[src/logic/tpw_defines.vh]
/*
 * Shared constants of the 8-bit PWM timer: register offsets, field
 * positions, reset values, waveform mode codes and prescale taps.
 * Assumes inclusion by bare name from the design files of this block.
 */
`ifndef TPW_DEFINES_VH
`define TPW_DEFINES_VH

// register offsets on the plain register port
`define TPW_OFF_CTRL 4'h0
`define TPW_OFF_CMPA 4'h1
`define TPW_OFF_CMPB 4'h2
`define TPW_OFF_CNT 4'h3
`define TPW_OFF_FLAGS 4'h4
`define TPW_OFF_DIR 4'h5

// control register field positions
`define TPW_CTRL_WGM_LSB 0
`define TPW_CTRL_CS_LSB 3
`define TPW_CTRL_COMB_LSB 6
`define TPW_CTRL_COMA_LSB 8
`define TPW_CTRL_ASYNC_BIT 10
`define TPW_CTRL_RST 11'h000

// flag register bit positions
`define TPW_FLAG_OVF 0
`define TPW_FLAG_CMPA 1
`define TPW_FLAG_CMPB 2

// waveform mode codes
`define TPW_WGM_FAST_FF 3'h3
`define TPW_WGM_FAST_A 3'h7
`define TPW_WGM_PC_FF 3'h1
`define TPW_WGM_PC_A 3'h5

// compare output mode codes
`define TPW_COM_OFF 2'h0
`define TPW_COM_TOG 2'h1
`define TPW_COM_NINV 2'h2
`define TPW_COM_INV 2'h3

// counter extremes
`define TPW_BOTTOM 8'h00
`define TPW_MAX 8'hff

// prescale divide counts, minus one
`define TPW_DIV8 10'h007
`define TPW_DIV32 10'h01f
`define TPW_DIV64 10'h03f
`define TPW_DIV128 10'h07f
`define TPW_DIV256 10'h0ff
`define TPW_DIV1024 10'h3ff

`endif

[src/logic/tpw_prescale.v]
/*
 * Timer tick generator: divides the core clock, or counts edges of the
 * external oscillator, and emits a one-cycle tick.
 * Assumes the oscillator input is already synchronised by the caller.
 */
`timescale 1ns/1ps
`include "tpw_defines.vh"

module tpw_prescale #(
  parameter DIV_W = 10
) (
  // clock and reset
  input wire CLK,
  input wire RST,
  // control
  input wire [2:0] SEL,
  input wire ASYNC_SEL,
  input wire OSC_EDGE,
  // tick out
  output wire TICK
);

  reg [DIV_W-1:0] div_reg; // free running divider
  reg [DIV_W-1:0] limit; // terminal count for selected tap
  reg base_tick; // source clock event

  // source event: core edge or oscillator edge
  always @* begin
    base_tick = ASYNC_SEL ? OSC_EDGE : 1'b1;
  end

  // tap decode; 0 stops the timer
  always @* begin
    case (SEL)
      3'h2: limit = `TPW_DIV8;
      3'h3: limit = `TPW_DIV32;
      3'h4: limit = `TPW_DIV64;
      3'h5: limit = `TPW_DIV128;
      3'h6: limit = `TPW_DIV256;
      3'h7: limit = `TPW_DIV1024;
      default: limit = {DIV_W{1'b0}};
    endcase
  end

  // divider, restarts at every terminal count
  always @(posedge CLK or posedge RST) begin
    if (RST) begin
      div_reg <= {DIV_W{1'b0}};
    end else if (SEL == 3'h0) begin
      div_reg <= {DIV_W{1'b0}};
    end else if (base_tick) begin
      if (div_reg >= limit) div_reg <= {DIV_W{1'b0}};
      else div_reg <= div_reg + 1'b1;
    end
  end

  assign TICK = (SEL != 3'h0) && base_tick && (div_reg >= limit);

endmodule // tpw_prescale

[src/logic/tpw_timer.v]
/*
 * 8-bit timer with two compare channels in fast and phase-correct PWM.
 * Holds register file, counter, compare buffers, waveform state and
 * pin override. Assumes a plain register port driven on CORE_CLK, and
 * port pins whose pad logic resolves drive from the enable outputs.
 */
`timescale 1ns/1ps
`include "tpw_defines.vh"

// Summary of operation
// modes 3 and 7 count up only
// fast top is 0xff or compare A
// fast: clear on match, set at bottom
// clear counter tick after top, bottom action
// fast overflow flag set at top
// mode two normal, three inverted
// pin shows waveform only when direction output
// compare A extremes: spike or constant
// mode one toggles on match
// compare writes buffered until update point
// modes 1 and 5 count up down
// phase top is 0xff or compare A
// phase: clear up-match, set down-match
// top held one tick then down
// phase overflow flag set at bottom
// compare A extremes give constant levels
// leaving MAX fixes output at top
// missed up-match repaired at bottom
// prescale 1 to 1024 divides core clock
// tick enables core clock or oscillator
// mode zero holds state, frees pin
// counter write blocks next tick matches
// compare flags set on active match
module tpw_timer #(
  parameter AW = 4
) (
  // clock and reset
  input wire CORE_CLK,
  input wire RST,
  // register port
  input wire [AW-1:0] ADDR,
  input wire [15:0] WDATA,
  input wire WR,
  input wire RD,
  output wire [15:0] RDATA,
  // external timer oscillator
  input wire OSC_IN,
  // port pins, channel a and b
  input wire PIN_A_I,
  output wire PIN_A_O,
  output wire PIN_A_OE_N,
  input wire PIN_B_I,
  output wire PIN_B_O,
  output wire PIN_B_OE_N,
  // raw state for the system
  output wire OVERFLOW_FLAG,
  output wire COMPARE_FLAG_A,
  output wire COMPARE_FLAG_B
);

  // control and data registers
  reg [10:0] ctrl_reg; // mode, prescale, output modes, async
  reg [7:0] buf_a_reg; // software side of compare a
  reg [7:0] buf_b_reg; // software side of compare b
  reg [7:0] act_a_reg; // active compare a
  reg [7:0] act_b_reg; // active compare b
  reg [7:0] cnt_reg; // count_value
  reg down_reg; // counting down in phase mode
  reg blk_reg; // counter written, blocks next tick
  reg [2:0] flag_reg; // overflow, compare a, compare b
  reg [3:0] dir_reg; // pin direction and port data
  reg [1:0] oc_reg; // compare_output state a, b
  reg [15:0] rdata_reg; // read data, one cycle late
  reg [2:0] osc_sync_reg; // oscillator synchroniser
  reg osc_prev_reg; // last agreed oscillator level
  // pin read-back, pads are not on the core clock
  reg [2:0] pin_a_sync_reg; // pin a stages, oldest at bit 2
  reg [2:0] pin_b_sync_reg; // pin b stages, oldest at bit 2
  reg pin_a_lvl_reg; // agreed pin a level
  reg pin_b_lvl_reg; // agreed pin b level

  // decoded fields
  wire [2:0] waveform_mode_sel = ctrl_reg[`TPW_CTRL_WGM_LSB +: 3];
  wire [2:0] clk_sel = ctrl_reg[`TPW_CTRL_CS_LSB +: 3];
  wire [1:0] com_b = ctrl_reg[`TPW_CTRL_COMB_LSB +: 2];
  wire [1:0] compare_output_mode_a = ctrl_reg[`TPW_CTRL_COMA_LSB +: 2];
  wire async_sel = ctrl_reg[`TPW_CTRL_ASYNC_BIT];

  wire fast = (waveform_mode_sel == `TPW_WGM_FAST_FF) ||
              (waveform_mode_sel == `TPW_WGM_FAST_A);
  wire phase = (waveform_mode_sel == `TPW_WGM_PC_FF) ||
               (waveform_mode_sel == `TPW_WGM_PC_A);
  wire top_is_a = waveform_mode_sel[2]; // modes 5 and 7
  wire [7:0] top = top_is_a ? act_a_reg : `TPW_MAX;

  // oscillator edge: second and third stages agree on a rise
  wire osc_level = osc_sync_reg[2];
  wire osc_agree = (osc_sync_reg[1] == osc_sync_reg[2]);
  wire osc_edge = osc_agree && osc_level && !osc_prev_reg;

  wire timer_tick;

  tpw_prescale #(
    .DIV_W(10)
  ) u_pre (
    .CLK(CORE_CLK),
    .RST(RST),
    .SEL(clk_sel),
    .ASYNC_SEL(async_sel),
    .OSC_EDGE(osc_edge),
    .TICK(timer_tick)
  );

  // register access strobes
  wire wr_ctrl = WR && (ADDR == `TPW_OFF_CTRL);
  wire wr_a = WR && (ADDR == `TPW_OFF_CMPA);
  wire wr_b = WR && (ADDR == `TPW_OFF_CMPB);
  wire wr_cnt = WR && (ADDR == `TPW_OFF_CNT);
  wire wr_flag = WR && (ADDR == `TPW_OFF_FLAGS);
  wire wr_dir = WR && (ADDR == `TPW_OFF_DIR);

  // next-count evaluation
  wire at_top = (cnt_reg == top);
  wire at_bot = (cnt_reg == `TPW_BOTTOM);
  reg [7:0] cnt_next;
  reg down_next;
  reg wrap; // fast mode leaves top this tick
  reg upd; // compare buffers load this tick

  // match: counter equals active compare, unless blocked by a write
  wire match_a = (cnt_reg == act_a_reg) && !blk_reg;
  wire match_b = (cnt_reg == act_b_reg) && !blk_reg;

  // counter sequencing per mode
  always @* begin
    cnt_next = cnt_reg;
    down_next = down_reg;
    wrap = 1'b0;
    upd = 1'b0;
    if (fast) begin
      down_next = 1'b0;
      if (at_top) begin
        cnt_next = `TPW_BOTTOM;
        wrap = 1'b1;
        upd = 1'b1;
      end else begin
        cnt_next = cnt_reg + 8'h01;
      end
    end else if (phase) begin
      if (!down_reg) begin
        if (at_top) begin
          down_next = 1'b1; // top held one tick
          cnt_next = (top == `TPW_BOTTOM) ? cnt_reg : cnt_reg - 8'h01;
          upd = 1'b1;
        end else begin
          cnt_next = cnt_reg + 8'h01;
        end
      end else if (at_bot) begin
        down_next = 1'b0;
        cnt_next = cnt_reg + 8'h01;
      end else begin
        cnt_next = cnt_reg - 8'h01;
      end
    end else begin
      // other modes simply count up and overrun
      cnt_next = cnt_reg + 8'h01;
      down_next = 1'b0;
    end
  end

  // waveform update for one channel
  function wf_next;
    input cur;
    input [1:0] com;
    input is_fast;
    input is_phase;
    input m;
    input wr_top;
    input dn;
    input bot;
    input [7:0] cmp;
    begin
      wf_next = cur;
      if (com == `TPW_COM_OFF) begin
        wf_next = cur;
      end else if (is_fast) begin
        if (com == `TPW_COM_TOG) begin
          if (m) wf_next = !cur;
        end else if (wr_top) begin
          // bottom action beats a match in the same tick, so a compare
          // at top or at max leaves a constant level
          wf_next = (com == `TPW_COM_NINV);
        end else if (m) begin
          wf_next = (com == `TPW_COM_INV);
        end
      end else if (is_phase && com != `TPW_COM_TOG) begin
        if (cmp == `TPW_BOTTOM) begin
          wf_next = (com == `TPW_COM_INV);
        end else if (m && !dn) begin
          wf_next = (com == `TPW_COM_INV);
        end else if (m && dn) begin
          wf_next = (com == `TPW_COM_NINV);
        end else if (bot && dn) begin
          // bottom reached off the down-match level, e.g. after a start
          // above compare: restore it so the period stays symmetric
          wf_next = (com == `TPW_COM_NINV);
        end
      end
    end
  endfunction

  // a match at top turns the count, so it acts as a down-count match;
  // this is what keeps compare at max constant in phase mode
  wire dn_eff = down_reg || (phase && at_top);
  // bottom repair only for a compare the count can reach
  wire sym_a = at_bot && (act_a_reg <= top);
  wire sym_b = at_bot && (act_b_reg <= top);

  // state on the next tick
  wire oc_a_next = wf_next(oc_reg[0], compare_output_mode_a, fast, phase, match_a,
                           wrap, dn_eff, sym_a, act_a_reg);
  wire oc_b_next = wf_next(oc_reg[1], com_b, fast, phase, match_b,
                           wrap, dn_eff, sym_b, act_b_reg);

  // overflow point per mode
  wire ovf_evt = fast ? at_top : (phase ? (at_bot && down_reg) : (cnt_reg == `TPW_MAX));

  // oscillator synchroniser, three stages
  always @(posedge CORE_CLK or posedge RST) begin
    if (RST) begin
      osc_sync_reg <= 3'h0;
      osc_prev_reg <= 1'b0;
    end else begin
      osc_sync_reg <= {osc_sync_reg[1:0], OSC_IN};
      if (osc_agree) osc_prev_reg <= osc_level;
    end
  end

  // pin read-back synchronisers; a level counts only once the second
  // and third stages agree, so a metastable sample never reaches software
  always @(posedge CORE_CLK or posedge RST) begin
    if (RST) begin
      pin_a_sync_reg <= 3'h0;
      pin_b_sync_reg <= 3'h0;
      pin_a_lvl_reg <= 1'b0;
      pin_b_lvl_reg <= 1'b0;
    end else begin
      pin_a_sync_reg <= {pin_a_sync_reg[1:0], PIN_A_I};
      pin_b_sync_reg <= {pin_b_sync_reg[1:0], PIN_B_I};
      // disagreeing stages hold the old level
      if (pin_a_sync_reg[1] == pin_a_sync_reg[2]) pin_a_lvl_reg <= pin_a_sync_reg[2];
      if (pin_b_sync_reg[1] == pin_b_sync_reg[2]) pin_b_lvl_reg <= pin_b_sync_reg[2];
    end
  end

  // software registers
  always @(posedge CORE_CLK or posedge RST) begin
    if (RST) begin
      ctrl_reg <= `TPW_CTRL_RST;
      buf_a_reg <= 8'h00;
      buf_b_reg <= 8'h00;
      dir_reg <= 4'h0;
    end else begin
      if (wr_ctrl) ctrl_reg <= WDATA[10:0]; // output modes act at once
      if (wr_a) buf_a_reg <= WDATA[7:0];
      if (wr_b) buf_b_reg <= WDATA[7:0];
      if (wr_dir) dir_reg <= WDATA[3:0];
    end
  end

  // counter, active compares, waveform state
  always @(posedge CORE_CLK or posedge RST) begin
    if (RST) begin
      cnt_reg <= 8'h00;
      down_reg <= 1'b0;
      act_a_reg <= 8'h00;
      act_b_reg <= 8'h00;
      blk_reg <= 1'b0;
      oc_reg <= 2'h0;
    end else begin
      // outside pwm modes compares act directly
      if (!(fast || phase)) begin
        act_a_reg <= buf_a_reg;
        act_b_reg <= buf_b_reg;
      end
      if (wr_cnt) begin
        cnt_reg <= WDATA[7:0];
        blk_reg <= 1'b1;
      end else if (timer_tick) begin
        cnt_reg <= cnt_next;
        down_reg <= down_next;
        blk_reg <= 1'b0;
        oc_reg <= {oc_b_next, oc_a_next};
        if (upd) begin
          act_a_reg <= buf_a_reg;
          act_b_reg <= buf_b_reg;
        end
      end
    end
  end

  // sticky flags; hardware set wins over software clear
  always @(posedge CORE_CLK or posedge RST) begin
    if (RST) begin
      flag_reg <= 3'h0;
    end else begin
      if (wr_flag) flag_reg <= flag_reg & ~WDATA[2:0];
      if (timer_tick) begin
        if (ovf_evt) flag_reg[`TPW_FLAG_OVF] <= 1'b1;
        if (match_a) flag_reg[`TPW_FLAG_CMPA] <= 1'b1;
        if (match_b) flag_reg[`TPW_FLAG_CMPB] <= 1'b1;
      end
    end
  end

  // read mux, data one cycle after strobe; unmapped reads zero
  always @(posedge CORE_CLK or posedge RST) begin
    if (RST) begin
      rdata_reg <= 16'h0000;
    end else if (RD) begin
      case (ADDR)
        `TPW_OFF_CTRL: rdata_reg <= {5'h00, ctrl_reg};
        `TPW_OFF_CMPA: rdata_reg <= {8'h00, buf_a_reg};
        `TPW_OFF_CMPB: rdata_reg <= {8'h00, buf_b_reg};
        `TPW_OFF_CNT: rdata_reg <= {8'h00, cnt_reg};
        `TPW_OFF_FLAGS: rdata_reg <= {13'h0000, flag_reg};
        `TPW_OFF_DIR: rdata_reg <= {10'h000, pin_b_lvl_reg, pin_a_lvl_reg, dir_reg};
        default: rdata_reg <= 16'h0000;
      endcase
    end else begin
      rdata_reg <= 16'h0000;
    end
  end

  assign RDATA = rdata_reg;

  // pin override: waveform only when mode set, driver only when output
  assign PIN_A_O = (compare_output_mode_a != `TPW_COM_OFF) ? oc_reg[0] : dir_reg[2];
  assign PIN_A_OE_N = !dir_reg[0];
  assign PIN_B_O = (com_b != `TPW_COM_OFF) ? oc_reg[1] : dir_reg[3];
  assign PIN_B_OE_N = !dir_reg[1];

  assign OVERFLOW_FLAG = flag_reg[`TPW_FLAG_OVF];
  assign COMPARE_FLAG_A = flag_reg[`TPW_FLAG_CMPA];
  assign COMPARE_FLAG_B = flag_reg[`TPW_FLAG_CMPB];

endmodule // tpw_timer
[config.mk]
export PLATFORM = sky130hd
export DESIGN_NAME = tpw_timer
export DESIGN_NICKNAME = d
export VERILOG_FILES = /design/src/logic/tpw_prescale.v /design/src/logic/tpw_timer.v
export VERILOG_INCLUDE_DIRS = /design/src /design/src/logic
export SDC_FILE = /design/constraint.sdc
export NUM_CORES = 1
export LEC_CHECK = 0
export BUFFER_PORTS_ARGS = -buffer_cell sky130_fd_sc_hd__buf_4
export CORE_MARGIN = 2
export CORE_UTILIZATION = 45
export CTS_BUF_LIST = sky130_fd_sc_hd__clkbuf_8
export CTS_CLUSTER_SIZE = 20
export DETAILED_ROUTE_END_ITERATION = 8
export SETUP_SLACK_MARGIN = 0.2
export SLEW_MARGIN = 20
export SYNTH_ARGS = -nofsm -noshare
export SYNTH_HDL_FRONTEND = slang
export SYNTH_SLANG_ARGS = --single-unit
[constraint.sdc]
create_clock -name CORE_CLK -period 4 [get_ports CORE_CLK]
set_input_delay 0.8 -clock CORE_CLK [delete_from_list [all_inputs] [get_ports CORE_CLK]]
set_output_delay 0.8 -clock CORE_CLK [all_outputs]
set_load 0.03 [all_outputs]
**Word-level counts from Yosys, hierarchy flattened**

Index checks and enable logic that the tools add are counted.
Widths: inputs -> output; s select.

- Add/subtract/negate cells: 3
- Order comparisons: 3
- Eq/ne operators: 35
- Mux-type cells: 65
- Bitwise logic cells: 5
- Reductions and logical operators: 56

Operator list:

| kind | number |
|---|---|
| $mux 8 | 18 |
| $pmux 11 s6 | 1 |
| $pmux 10 s6 | 1 |
| $mux 1 | 39 |
| $logic_not 8->1 | 4 |
| $mux 10 | 3 |
| $eq 8x8->1 | 3 |
| $logic_and 1x1->1 | 24 |
| $eq 3x3->1 const B | 6 |
| $le 8x8->1 | 2 |
| $mux 16 | 1 |
| $reduce_and 7->1 | 2 |
| $reduce_bool 2->1 | 6 |
| $add 10x1->10 const B | 1 |
| $ge 10x10->1 | 1 |
| $reduce_bool 5->1 | 2 |
| $eq 3x2->1 const B | 3 |
| $add 8x1->8 const B | 1 |
| $eq 2x2->1 const B | 4 |
| $eq 4x2->1 const B | 2 |
| $eq 4x3->1 const B | 2 |
| $eq 8x8->1 const B | 1 |
| $sub 8x1->8 const B | 1 |
| $logic_not 1->1 | 7 |
| 18 further kinds | 32 |

- Register bits: 100
- Input bits: 27

**Depth between registers and ports, before layout**

Gate-level depths: netlist of the first run.

- Word-level depth: 11
- Mapped depth: 11
- Depth with buffers taken out: 11

**By module**

From an unflattened synthesis of the first run, not the netlist that was laid out.

- Cells, all modules: 533
- Area total of the unflattened synthesis: 5649.2 um^2

Modules (own cells, without submodules):

| module | instances | cells each | area an instance (um^2) | sequential area each (um^2) |
|---|---|---|---|---|
| tpw_timer | 1 | 442 | 4842.1 | 2127.0 |
| tpw_prescale | 1 | 91 | 807.0 | 250.2 |

**Worst setup path before layout of the first run**

OpenSTA, ideal clock, no wires.

- Path kind: flip-flop to flip-flop
- Start point: reg ctrl_reg[4]
- End point: reg cnt_reg[5]
- Setup time: 0.126 ns
- Arrival: 2.788 ns
- Data required time: 3.874 ns
- Setup slack: 1.086 ns
- Cell stages (with the launch flop): 12
- Clock period less this slack: 2.914 ns
- Path through: dfrtp_1 or2_2 inv_1 ha_1 o211ai_1 a21oi_1 o41a_1 o211ai_1 nor2_1 o21ai_1 a311oi_1 a221o_1

- Longest elaborated chain between the ends: 6
- Elaborated cells between the ends (all ways): 13

RTL lines:

| element | line | RTL |
|---|---|---|
| start: declaration | tpw_timer.v:62 | `reg [10:0] ctrl_reg;` |
| start signal: assignment | tpw_timer.v:259 | `` ctrl_reg <= `TPW_CTRL_RST; `` |
| start signal: assignment | tpw_timer.v:264 | `if (wr_ctrl) ctrl_reg <= WDATA[10:0];` |
| $eq 3x3->1 / $eq 3x2->1 (equally long branches) | tpw_prescale.v:34 | `case (SEL)` |
| $pmux 10 s6 | tpw_prescale.v:34 |  |
| $ge 10x10->1 | tpw_prescale.v:57 | `assign TICK = (SEL != 3'h0) && base_tick && (div_reg >= limit);` |
| $logic_and 1x1->1 * | tpw_prescale.v:57 |  |
| $reduce_bool 2->1 (no source line) * | - |  |
| $reduce_and 2->1 (no source line) * | - |  |
| end signal: assignment | tpw_timer.v:287 | `cnt_reg <= WDATA[7:0];` |
| end signal: assignment | tpw_timer.v:290 | `cnt_reg <= cnt_next;` |
| end: declaration | tpw_timer.v:67 | `reg [7:0] cnt_reg;` |

Mark *: on every way between the ends. The rest lies on a longest branch, timed or not.
A chain may end at the register's enable or synchronous reset.

**Worst setup path after layout of the first run**

- Start point: reg ctrl_reg[4]
- End point: reg cnt_reg[4]

The elaborated chain is that of the path after synthesis.

==> metrics.cfg, run 1 <==
[power]
swShare_pct = 41.5
clkPwrFrac_pct = 17.6
p_leak_nw = 2.76
internal_power_mw = 2.00
ir_drop_v = 0.000289
p_per_area_nw_per_um2 = 552
power_frac_comb_pct = 35.9
power_frac_seq_pct = 46.5
switchingPower_mw = 1.42

[timing]
worst_slack_ns = 0.588
hold_viol = 0
skew_ns = 0.0133
tightest_slew_ns = 0.739
finalCriticalPeriod_ns = 3.41
timing.fmax_ghz = 0.293
slew_headroom_pct = 50.6
fin_crit_sh_pct = 85.3
setup_viol = 0
final_max_slew_viol_count = 0
tns_ns = 0
rsz0062_at_grt = false

[yosys]
syn_avg_cell_area_um2 = 10.1
ys_top_cells_by_area = dfrtp_1, mux2_2, ha_1
yosysWarnings = 0
muxShareOfSynthArea_pct = 12.7
synthSimpleGateAreaFrac_pct = 15.5
synth_ff_type = dfrtp_1
syn_inst = 554
synth-seq-cells = 95
syn-cell-area_um2 = 5620
synth_top_family_by_area = compound AO/OA/AOI/OAI gates
netlist.area_leader.share_pct = 42.3
ys_seq_area_share_pct = 42.3
async_flop_share_pct = 100
yosysUniqueCellTypes = 72
synth_edf_count = 0
synthAdderAreaFrac_pct = 5.48
synth-xor-area-share_pct = 2.49
synth_compound_area_share_pct = 16.8
yosys.area.top_type = dfrtp_1

[placed_design]
dp_hpwl_um = 11100
port_buffers = 39
place_ws_ns = 0.763
place.gp.congestion = 0.850

[route]
drt-total-wl_um = 15000
wire_per_inst_um = 19.8
via_per_inst = 6.05
antenna_left = 0
vias = 4572
drtIter0Drc = 337
drc = 0
firstDrtPassIters = 6

[die]
core_um2 = 12100
row_count = 40
die_h_um = 116
ios = 50
start_util_pct = 46.4
dieWidth_um = 116
die-area_um2 = 13400

[global_routing]
grt_first_pass_wirelength_um = 23700
antenna_found_initial = 0
grt_overflow_total = 0
grt_pass1_vias = 4389
grt_usage_pct = 23.5
grt_max_degree = 50

[cts]
postCtsSetupBuffers = 0
cts_tree = built
cts-root-buf = clkbuf_8
numCtsBuffers = 9
clock_path_buffers = 2
clk_pin_slew_ns = 0.09
holdBufCountCts = 0
post_cts_resized = 0
clk_latency_ns = 0.38
htreeDepth = 3
cts.sinks = 95

[critical_path]
cp_data_required_time_ns = 4.26
cpPeakStageDelay_ns = 0.46
arrival_ns = 3.67
end_kind = flop
crit_fanout = 8
crit_path_cell_trace = or2_2 -> inv_1 -> ha_1 -> o211ai_1 -> a21oi_1 -> o41a_1 -> o211ai_1 -> nor2_1 -> o21ai_1 -> a211oi_1 -> a221o_1
critical_path_class = flop to flop
crit_top_cell = o211ai_1
slowest_stage = o211ai_1
critical_path.startpoint_type = flop

[finish]
num_antenna_cells = 0
final_cell_mix = dfrtp_1, nand2_1, mux2_2
syn_to_final_growth_pct = 10.2
fill_cells = 1154
final_common_cell = dfrtp_1
final_layout_size_suffix_gt1_share_pct = 22.6
nNetsFinal = 633

[flow_run]
maxCapViolations = 0

[min_path]
hold_path_class = flop to flop

[outcome]
status = completed

## final timing paths
check / cells past startpoint / startpoint / to / slack (ns)
worst max-delay path: 11 / ctrl_reg[4] / cnt_reg[4] / 0.59
worst min-delay path: 0 / osc_sync_reg[0] / osc_sync_reg[1] / 0.36
worst max register to register: 11 / ctrl_reg[4] / cnt_reg[4] / 0.59
worst min register to register: 0 / osc_sync_reg[0] / osc_sync_reg[1] / 0.36
max in group asynchronous: 3 / RST / osc_prev_reg / 2.74
min in group asynchronous: 2 / RST / u_pre.div_reg[3] / 0.50
## metal layers
layer	part of all wire, %	track usage (%)
met3	5.5	4.81
met1	44	31.9
met5	0	0
met4	1.1	5.63
met2	50	38.9
## synth_stat cells, types with 6 or more instances
| cell type | instances |
|---|---|
| a21oi_1 | 18 |
| a222oi_1 | 6 |
| a22o_1 | 10 |
| and3_1 | 14 |
| buf_4 | 6 |
| clkbuf_1 | 16 |
| dfrtp_1 | 95 |
| ha_1 | 23 |
| inv_1 | 24 |
| mux2_2 | 53 |
| nand2_1 | 54 |
| nand3_1 | 16 |
| nand4_1 | 7 |
| nor2_1 | 35 |
| nor2b_1 | 7 |
| nor3_1 | 8 |
| o21ai_0 | 33 |
| xnor2_1 | 11 |
## area by class of cell
| class | count | area, µm² | share of cell area [%] |
|---|---|---|---|
| Multi-Input combinational cell | 408 | 2990 | 48.4 |
| Clock inverter | 7 | 55.1 | 0.889 |
| Timing Repair Buffer | 45 | 338 | 5.46 |
| Tap cell | 168 | 210 | 3.40 |
| Inverter | 24 | 92.6 | 1.50 |
| Clock buffer | 9 | 124 | 2.00 |
| Sequential cell | 95 | 2380 | 38.4 |
## cells by family after synthesis
group / Yosys count
AO/OA/AOI/OAI: 127
XOR/XNOR: 16
adder cells (fa/ha/maj): 25
buffers and inverters: 55
flip-flops: 95
multiplexers: 60
other: 1
AND/OR/NAND/NOR: 175
## metrics by stage
| step | cell area [µm²] | hold WS (ns) | utilization (%) | cells | power, mW |
|---|---|---|---|---|---|
| after CTS | 6190 | 0.362 | 51.1 | 756 | 3.43 |
| after global placement | 6010 | 0.335 | 49.6 | 740 | 2.77 |
| after detailed placement | 6010 | 0.338 | 49.6 | 740 | 2.82 |
| after floorplan | 5630 | 0.331 | - | 558 | 2.44 |
| final | 6190 | 0.357 | 51.1 | 756 | 3.42 |
| after global routing | 6190 | 0.366 | 51.1 | 756 | 3.64 |
## power groups by stage
| stage | logic (mW) | clock network [mW] | registers [mW] |
|---|---|---|---|
| 2_1_floorplan | 1.08 | 0 | 1.36 |
| 3_3_place_gp | 1.18 | 0 | 1.59 |
| 3_5_place_dp | 1.22 | 0 | 1.60 |
| 4_1_cts | 1.23 | 0.620 | 1.58 |
| 5_1_grt | 1.36 | 0.654 | 1.62 |
| 6_report | 1.23 | 0.601 | 1.59 |
## critical path, delay by kind of cell, from the launching register on
kind	cells	cell delay, ns
adders and majority gates	1	0.23
AOI/OAI and AO/OA	7	1.97
DFF	1	0.45
and+or+nand+nor	2	0.54
buffers and inverters	1	0.10
(Power assumes the default switching activity.)
==> run 2: changes to the inputs <==
--- a/config.mk
+++ b/config.mk
@@ -12,6 +12,7 @@
 export CTS_BUF_LIST = sky130_fd_sc_hd__clkbuf_8
 export CTS_CLUSTER_SIZE = 20
 export DETAILED_ROUTE_END_ITERATION = 8
+export PLACE_DENSITY = 0.63
 export SETUP_SLACK_MARGIN = 0.2
 export SLEW_MARGIN = 20
 export SYNTH_ARGS = -nofsm -noshare
==> metrics.cfg, run 2 (same netlist as run 1, synthesis figures left out) <==
[outcome]
status = completed  ; unchanged

[global_routing]
grt_pass1_vias = 4321  ; was 4389
grt_overflow_total = 0  ; unchanged
grt_max_degree = 79  ; was 50
grt_usage_pct = 23.3  ; was 23.5%
grt_first_pass_wirelength_um = 23600  ; was 23700 µm
antenna_found_initial = 0  ; unchanged

[cts]
htreeDepth = 3  ; unchanged
holdBufCountCts = 0  ; unchanged
cts-root-buf = clkbuf_8  ; unchanged
clk_latency_ns = 0.38  ; about the same
numCtsBuffers = 9  ; unchanged
cts.sinks = 95  ; unchanged
post_cts_resized = 0  ; unchanged
clk_pin_slew_ns = 0.10  ; was 0.09 ns
clock_path_buffers = 2  ; unchanged
postCtsSetupBuffers = 0  ; unchanged
cts_tree = built  ; unchanged

[die]
die_h_um = 116  ; unchanged
start_util_pct = 46.4  ; unchanged
core_um2 = 12100  ; unchanged
row_count = 40  ; unchanged
dieWidth_um = 116  ; unchanged
ios = 50  ; unchanged
die-area_um2 = 13400  ; unchanged

[critical_path]
crit_path_cell_trace = or2_2 -> inv_1 -> ha_1 -> o211ai_1 -> a21oi_1 -> o41a_1 -> o211ai_1 -> nor2_1 -> o21ai_1 -> a211oi_1 -> a221o_1  ; unchanged
crit_top_cell = o211ai_1  ; unchanged
cp_data_required_time_ns = 4.27  ; was 4.26 ns
cpPeakStageDelay_ns = 0.51  ; was 0.46 ns
end_kind = flop  ; unchanged
critical_path_class = flop to flop  ; unchanged
crit_fanout = 8  ; unchanged
arrival_ns = 3.72  ; was 3.67 ns
critical_path.startpoint_type = flop  ; unchanged
slowest_stage = o211ai_1  ; unchanged

[timing]
worst_slack_ns = 0.542  ; was 0.588 ns
finalCriticalPeriod_ns = 3.46  ; was 3.41 ns
fin_crit_sh_pct = 86.5  ; was 85.3%
final_max_slew_viol_count = 0  ; unchanged
tns_ns = 0  ; unchanged
setup_viol = 0  ; unchanged
hold_ws_ns = 0.361  ; was 0.357 ns
slew_headroom_pct = 51.4  ; was 50.6%
timing.fmax_ghz = 0.289  ; was 0.293 GHz
tightest_slew_ns = 0.726  ; was 0.739 ns
skew_ns = 0.0122  ; was 0.0133 ns
hold_viol = 0  ; unchanged
rsz0062_at_grt = false  ; unchanged

[route]
drtIter0Drc = 455  ; was 337
drt-total-wl_um = 14900  ; was 15000 µm
firstDrtPassIters = 5  ; was 6
antenna_left = 0  ; unchanged
wire_per_inst_um = 19.6  ; was 19.8 µm
drc = 0  ; unchanged
via_per_inst = 5.99  ; was 6.05
vias = 4533  ; was 4572

[finish]
fin_area_um2 = 6210  ; was 6190 µm²
final_common_cell = dfrtp_1  ; unchanged
num_antenna_cells = 0  ; unchanged
final_layout_size_suffix_gt1_share_pct = 22.8  ; was 22.6%
stdcell_count = 757  ; was 756
nNetsFinal = 634  ; was 633
syn_to_final_growth_pct = 10.5  ; was 10.2%
final_cell_mix = dfrtp_1, nand2_1, mux2_2  ; unchanged
final_util_pct = 51.2  ; was 51.1%

[placed_design]
port_buffers = 39  ; unchanged
place_ws_ns = 0.614  ; was 0.763 ns
post_dp_cell_area_um2 = 6020  ; was 6010 µm²
dp_hpwl_um = 10900  ; was 11100 µm
place.gp.congestion = 0.877  ; was 0.850
dp.cells = 741  ; was 740

[power]
p_leak_nw = 2.77  ; was 2.76 nW
ir_drop_v = 0.000260  ; was 0.000289 V
p_per_area_nw_per_um2 = 554  ; was 552 nW/µm²
total_power_mw = 3.44  ; was 3.42 mW

[flow_run]
maxCapViolations = 0  ; unchanged

[min_path]
hold_path_class = flop to flop  ; unchanged

run 2: changes by cell type in the layout (fill, tap and decap cells not counted):
| cell | delta |
|---|---|
| buf_4 | +1 |
| clkinv_2 | -1 |
| clkinv_4 | -1 |
| inv_4 | -1 |
| inv_6 | +2 |
| inv_8 | +1 |
run 2: final cells by class:
class / instances / area [µm²]
sequential: 95 / 2380
clock inverter: 7 / 61.3
multi-input combinational: 408 / 2990
tap: 168 / 210
inverter: 24 / 95.1
clock buffer: 9 / 124
fill: 1159 / 5900
timing repair buffer: 46 / 345
run 2: critical path: cells and delay by family (launching register included):
family / cells / cell delay, ns
compound gates: 7 / 2.00
simple gates: 2 / 0.55
flops: 1 / 0.47
fa+ha+maj: 1 / 0.23
buf+inv: 1 / 0.10
run 2: per-layer routing:
metal,wire length [µm],track usage (%)
met4,291,9.13
met1,6580,32.1
met2,7200,37.3
met3,798,3.66
met5,0,0
run 2: power by group:
group          internal (mW)  switching (mW)
logic                  0.603           0.641
clock network          0.241           0.383
registers               1.17           0.405
run 2: worst paths after layout:
kind	startpoint	to	slack [ns]	depth (start not counted)
setup / recovery	ctrl_reg[4]	cnt_reg[4]	0.54	11
hold / removal	pin_b_sync_reg[0]	pin_b_sync_reg[1]	0.36	0
setup reg to reg	ctrl_reg[4]	cnt_reg[4]	0.54	11
hold reg to reg	pin_b_sync_reg[0]	pin_b_sync_reg[1]	0.36	0
max in group asynchronous	RST	ctrl_reg[2]	2.82	3
min in group asynchronous	RST	u_pre.div_reg[3]	0.52	2
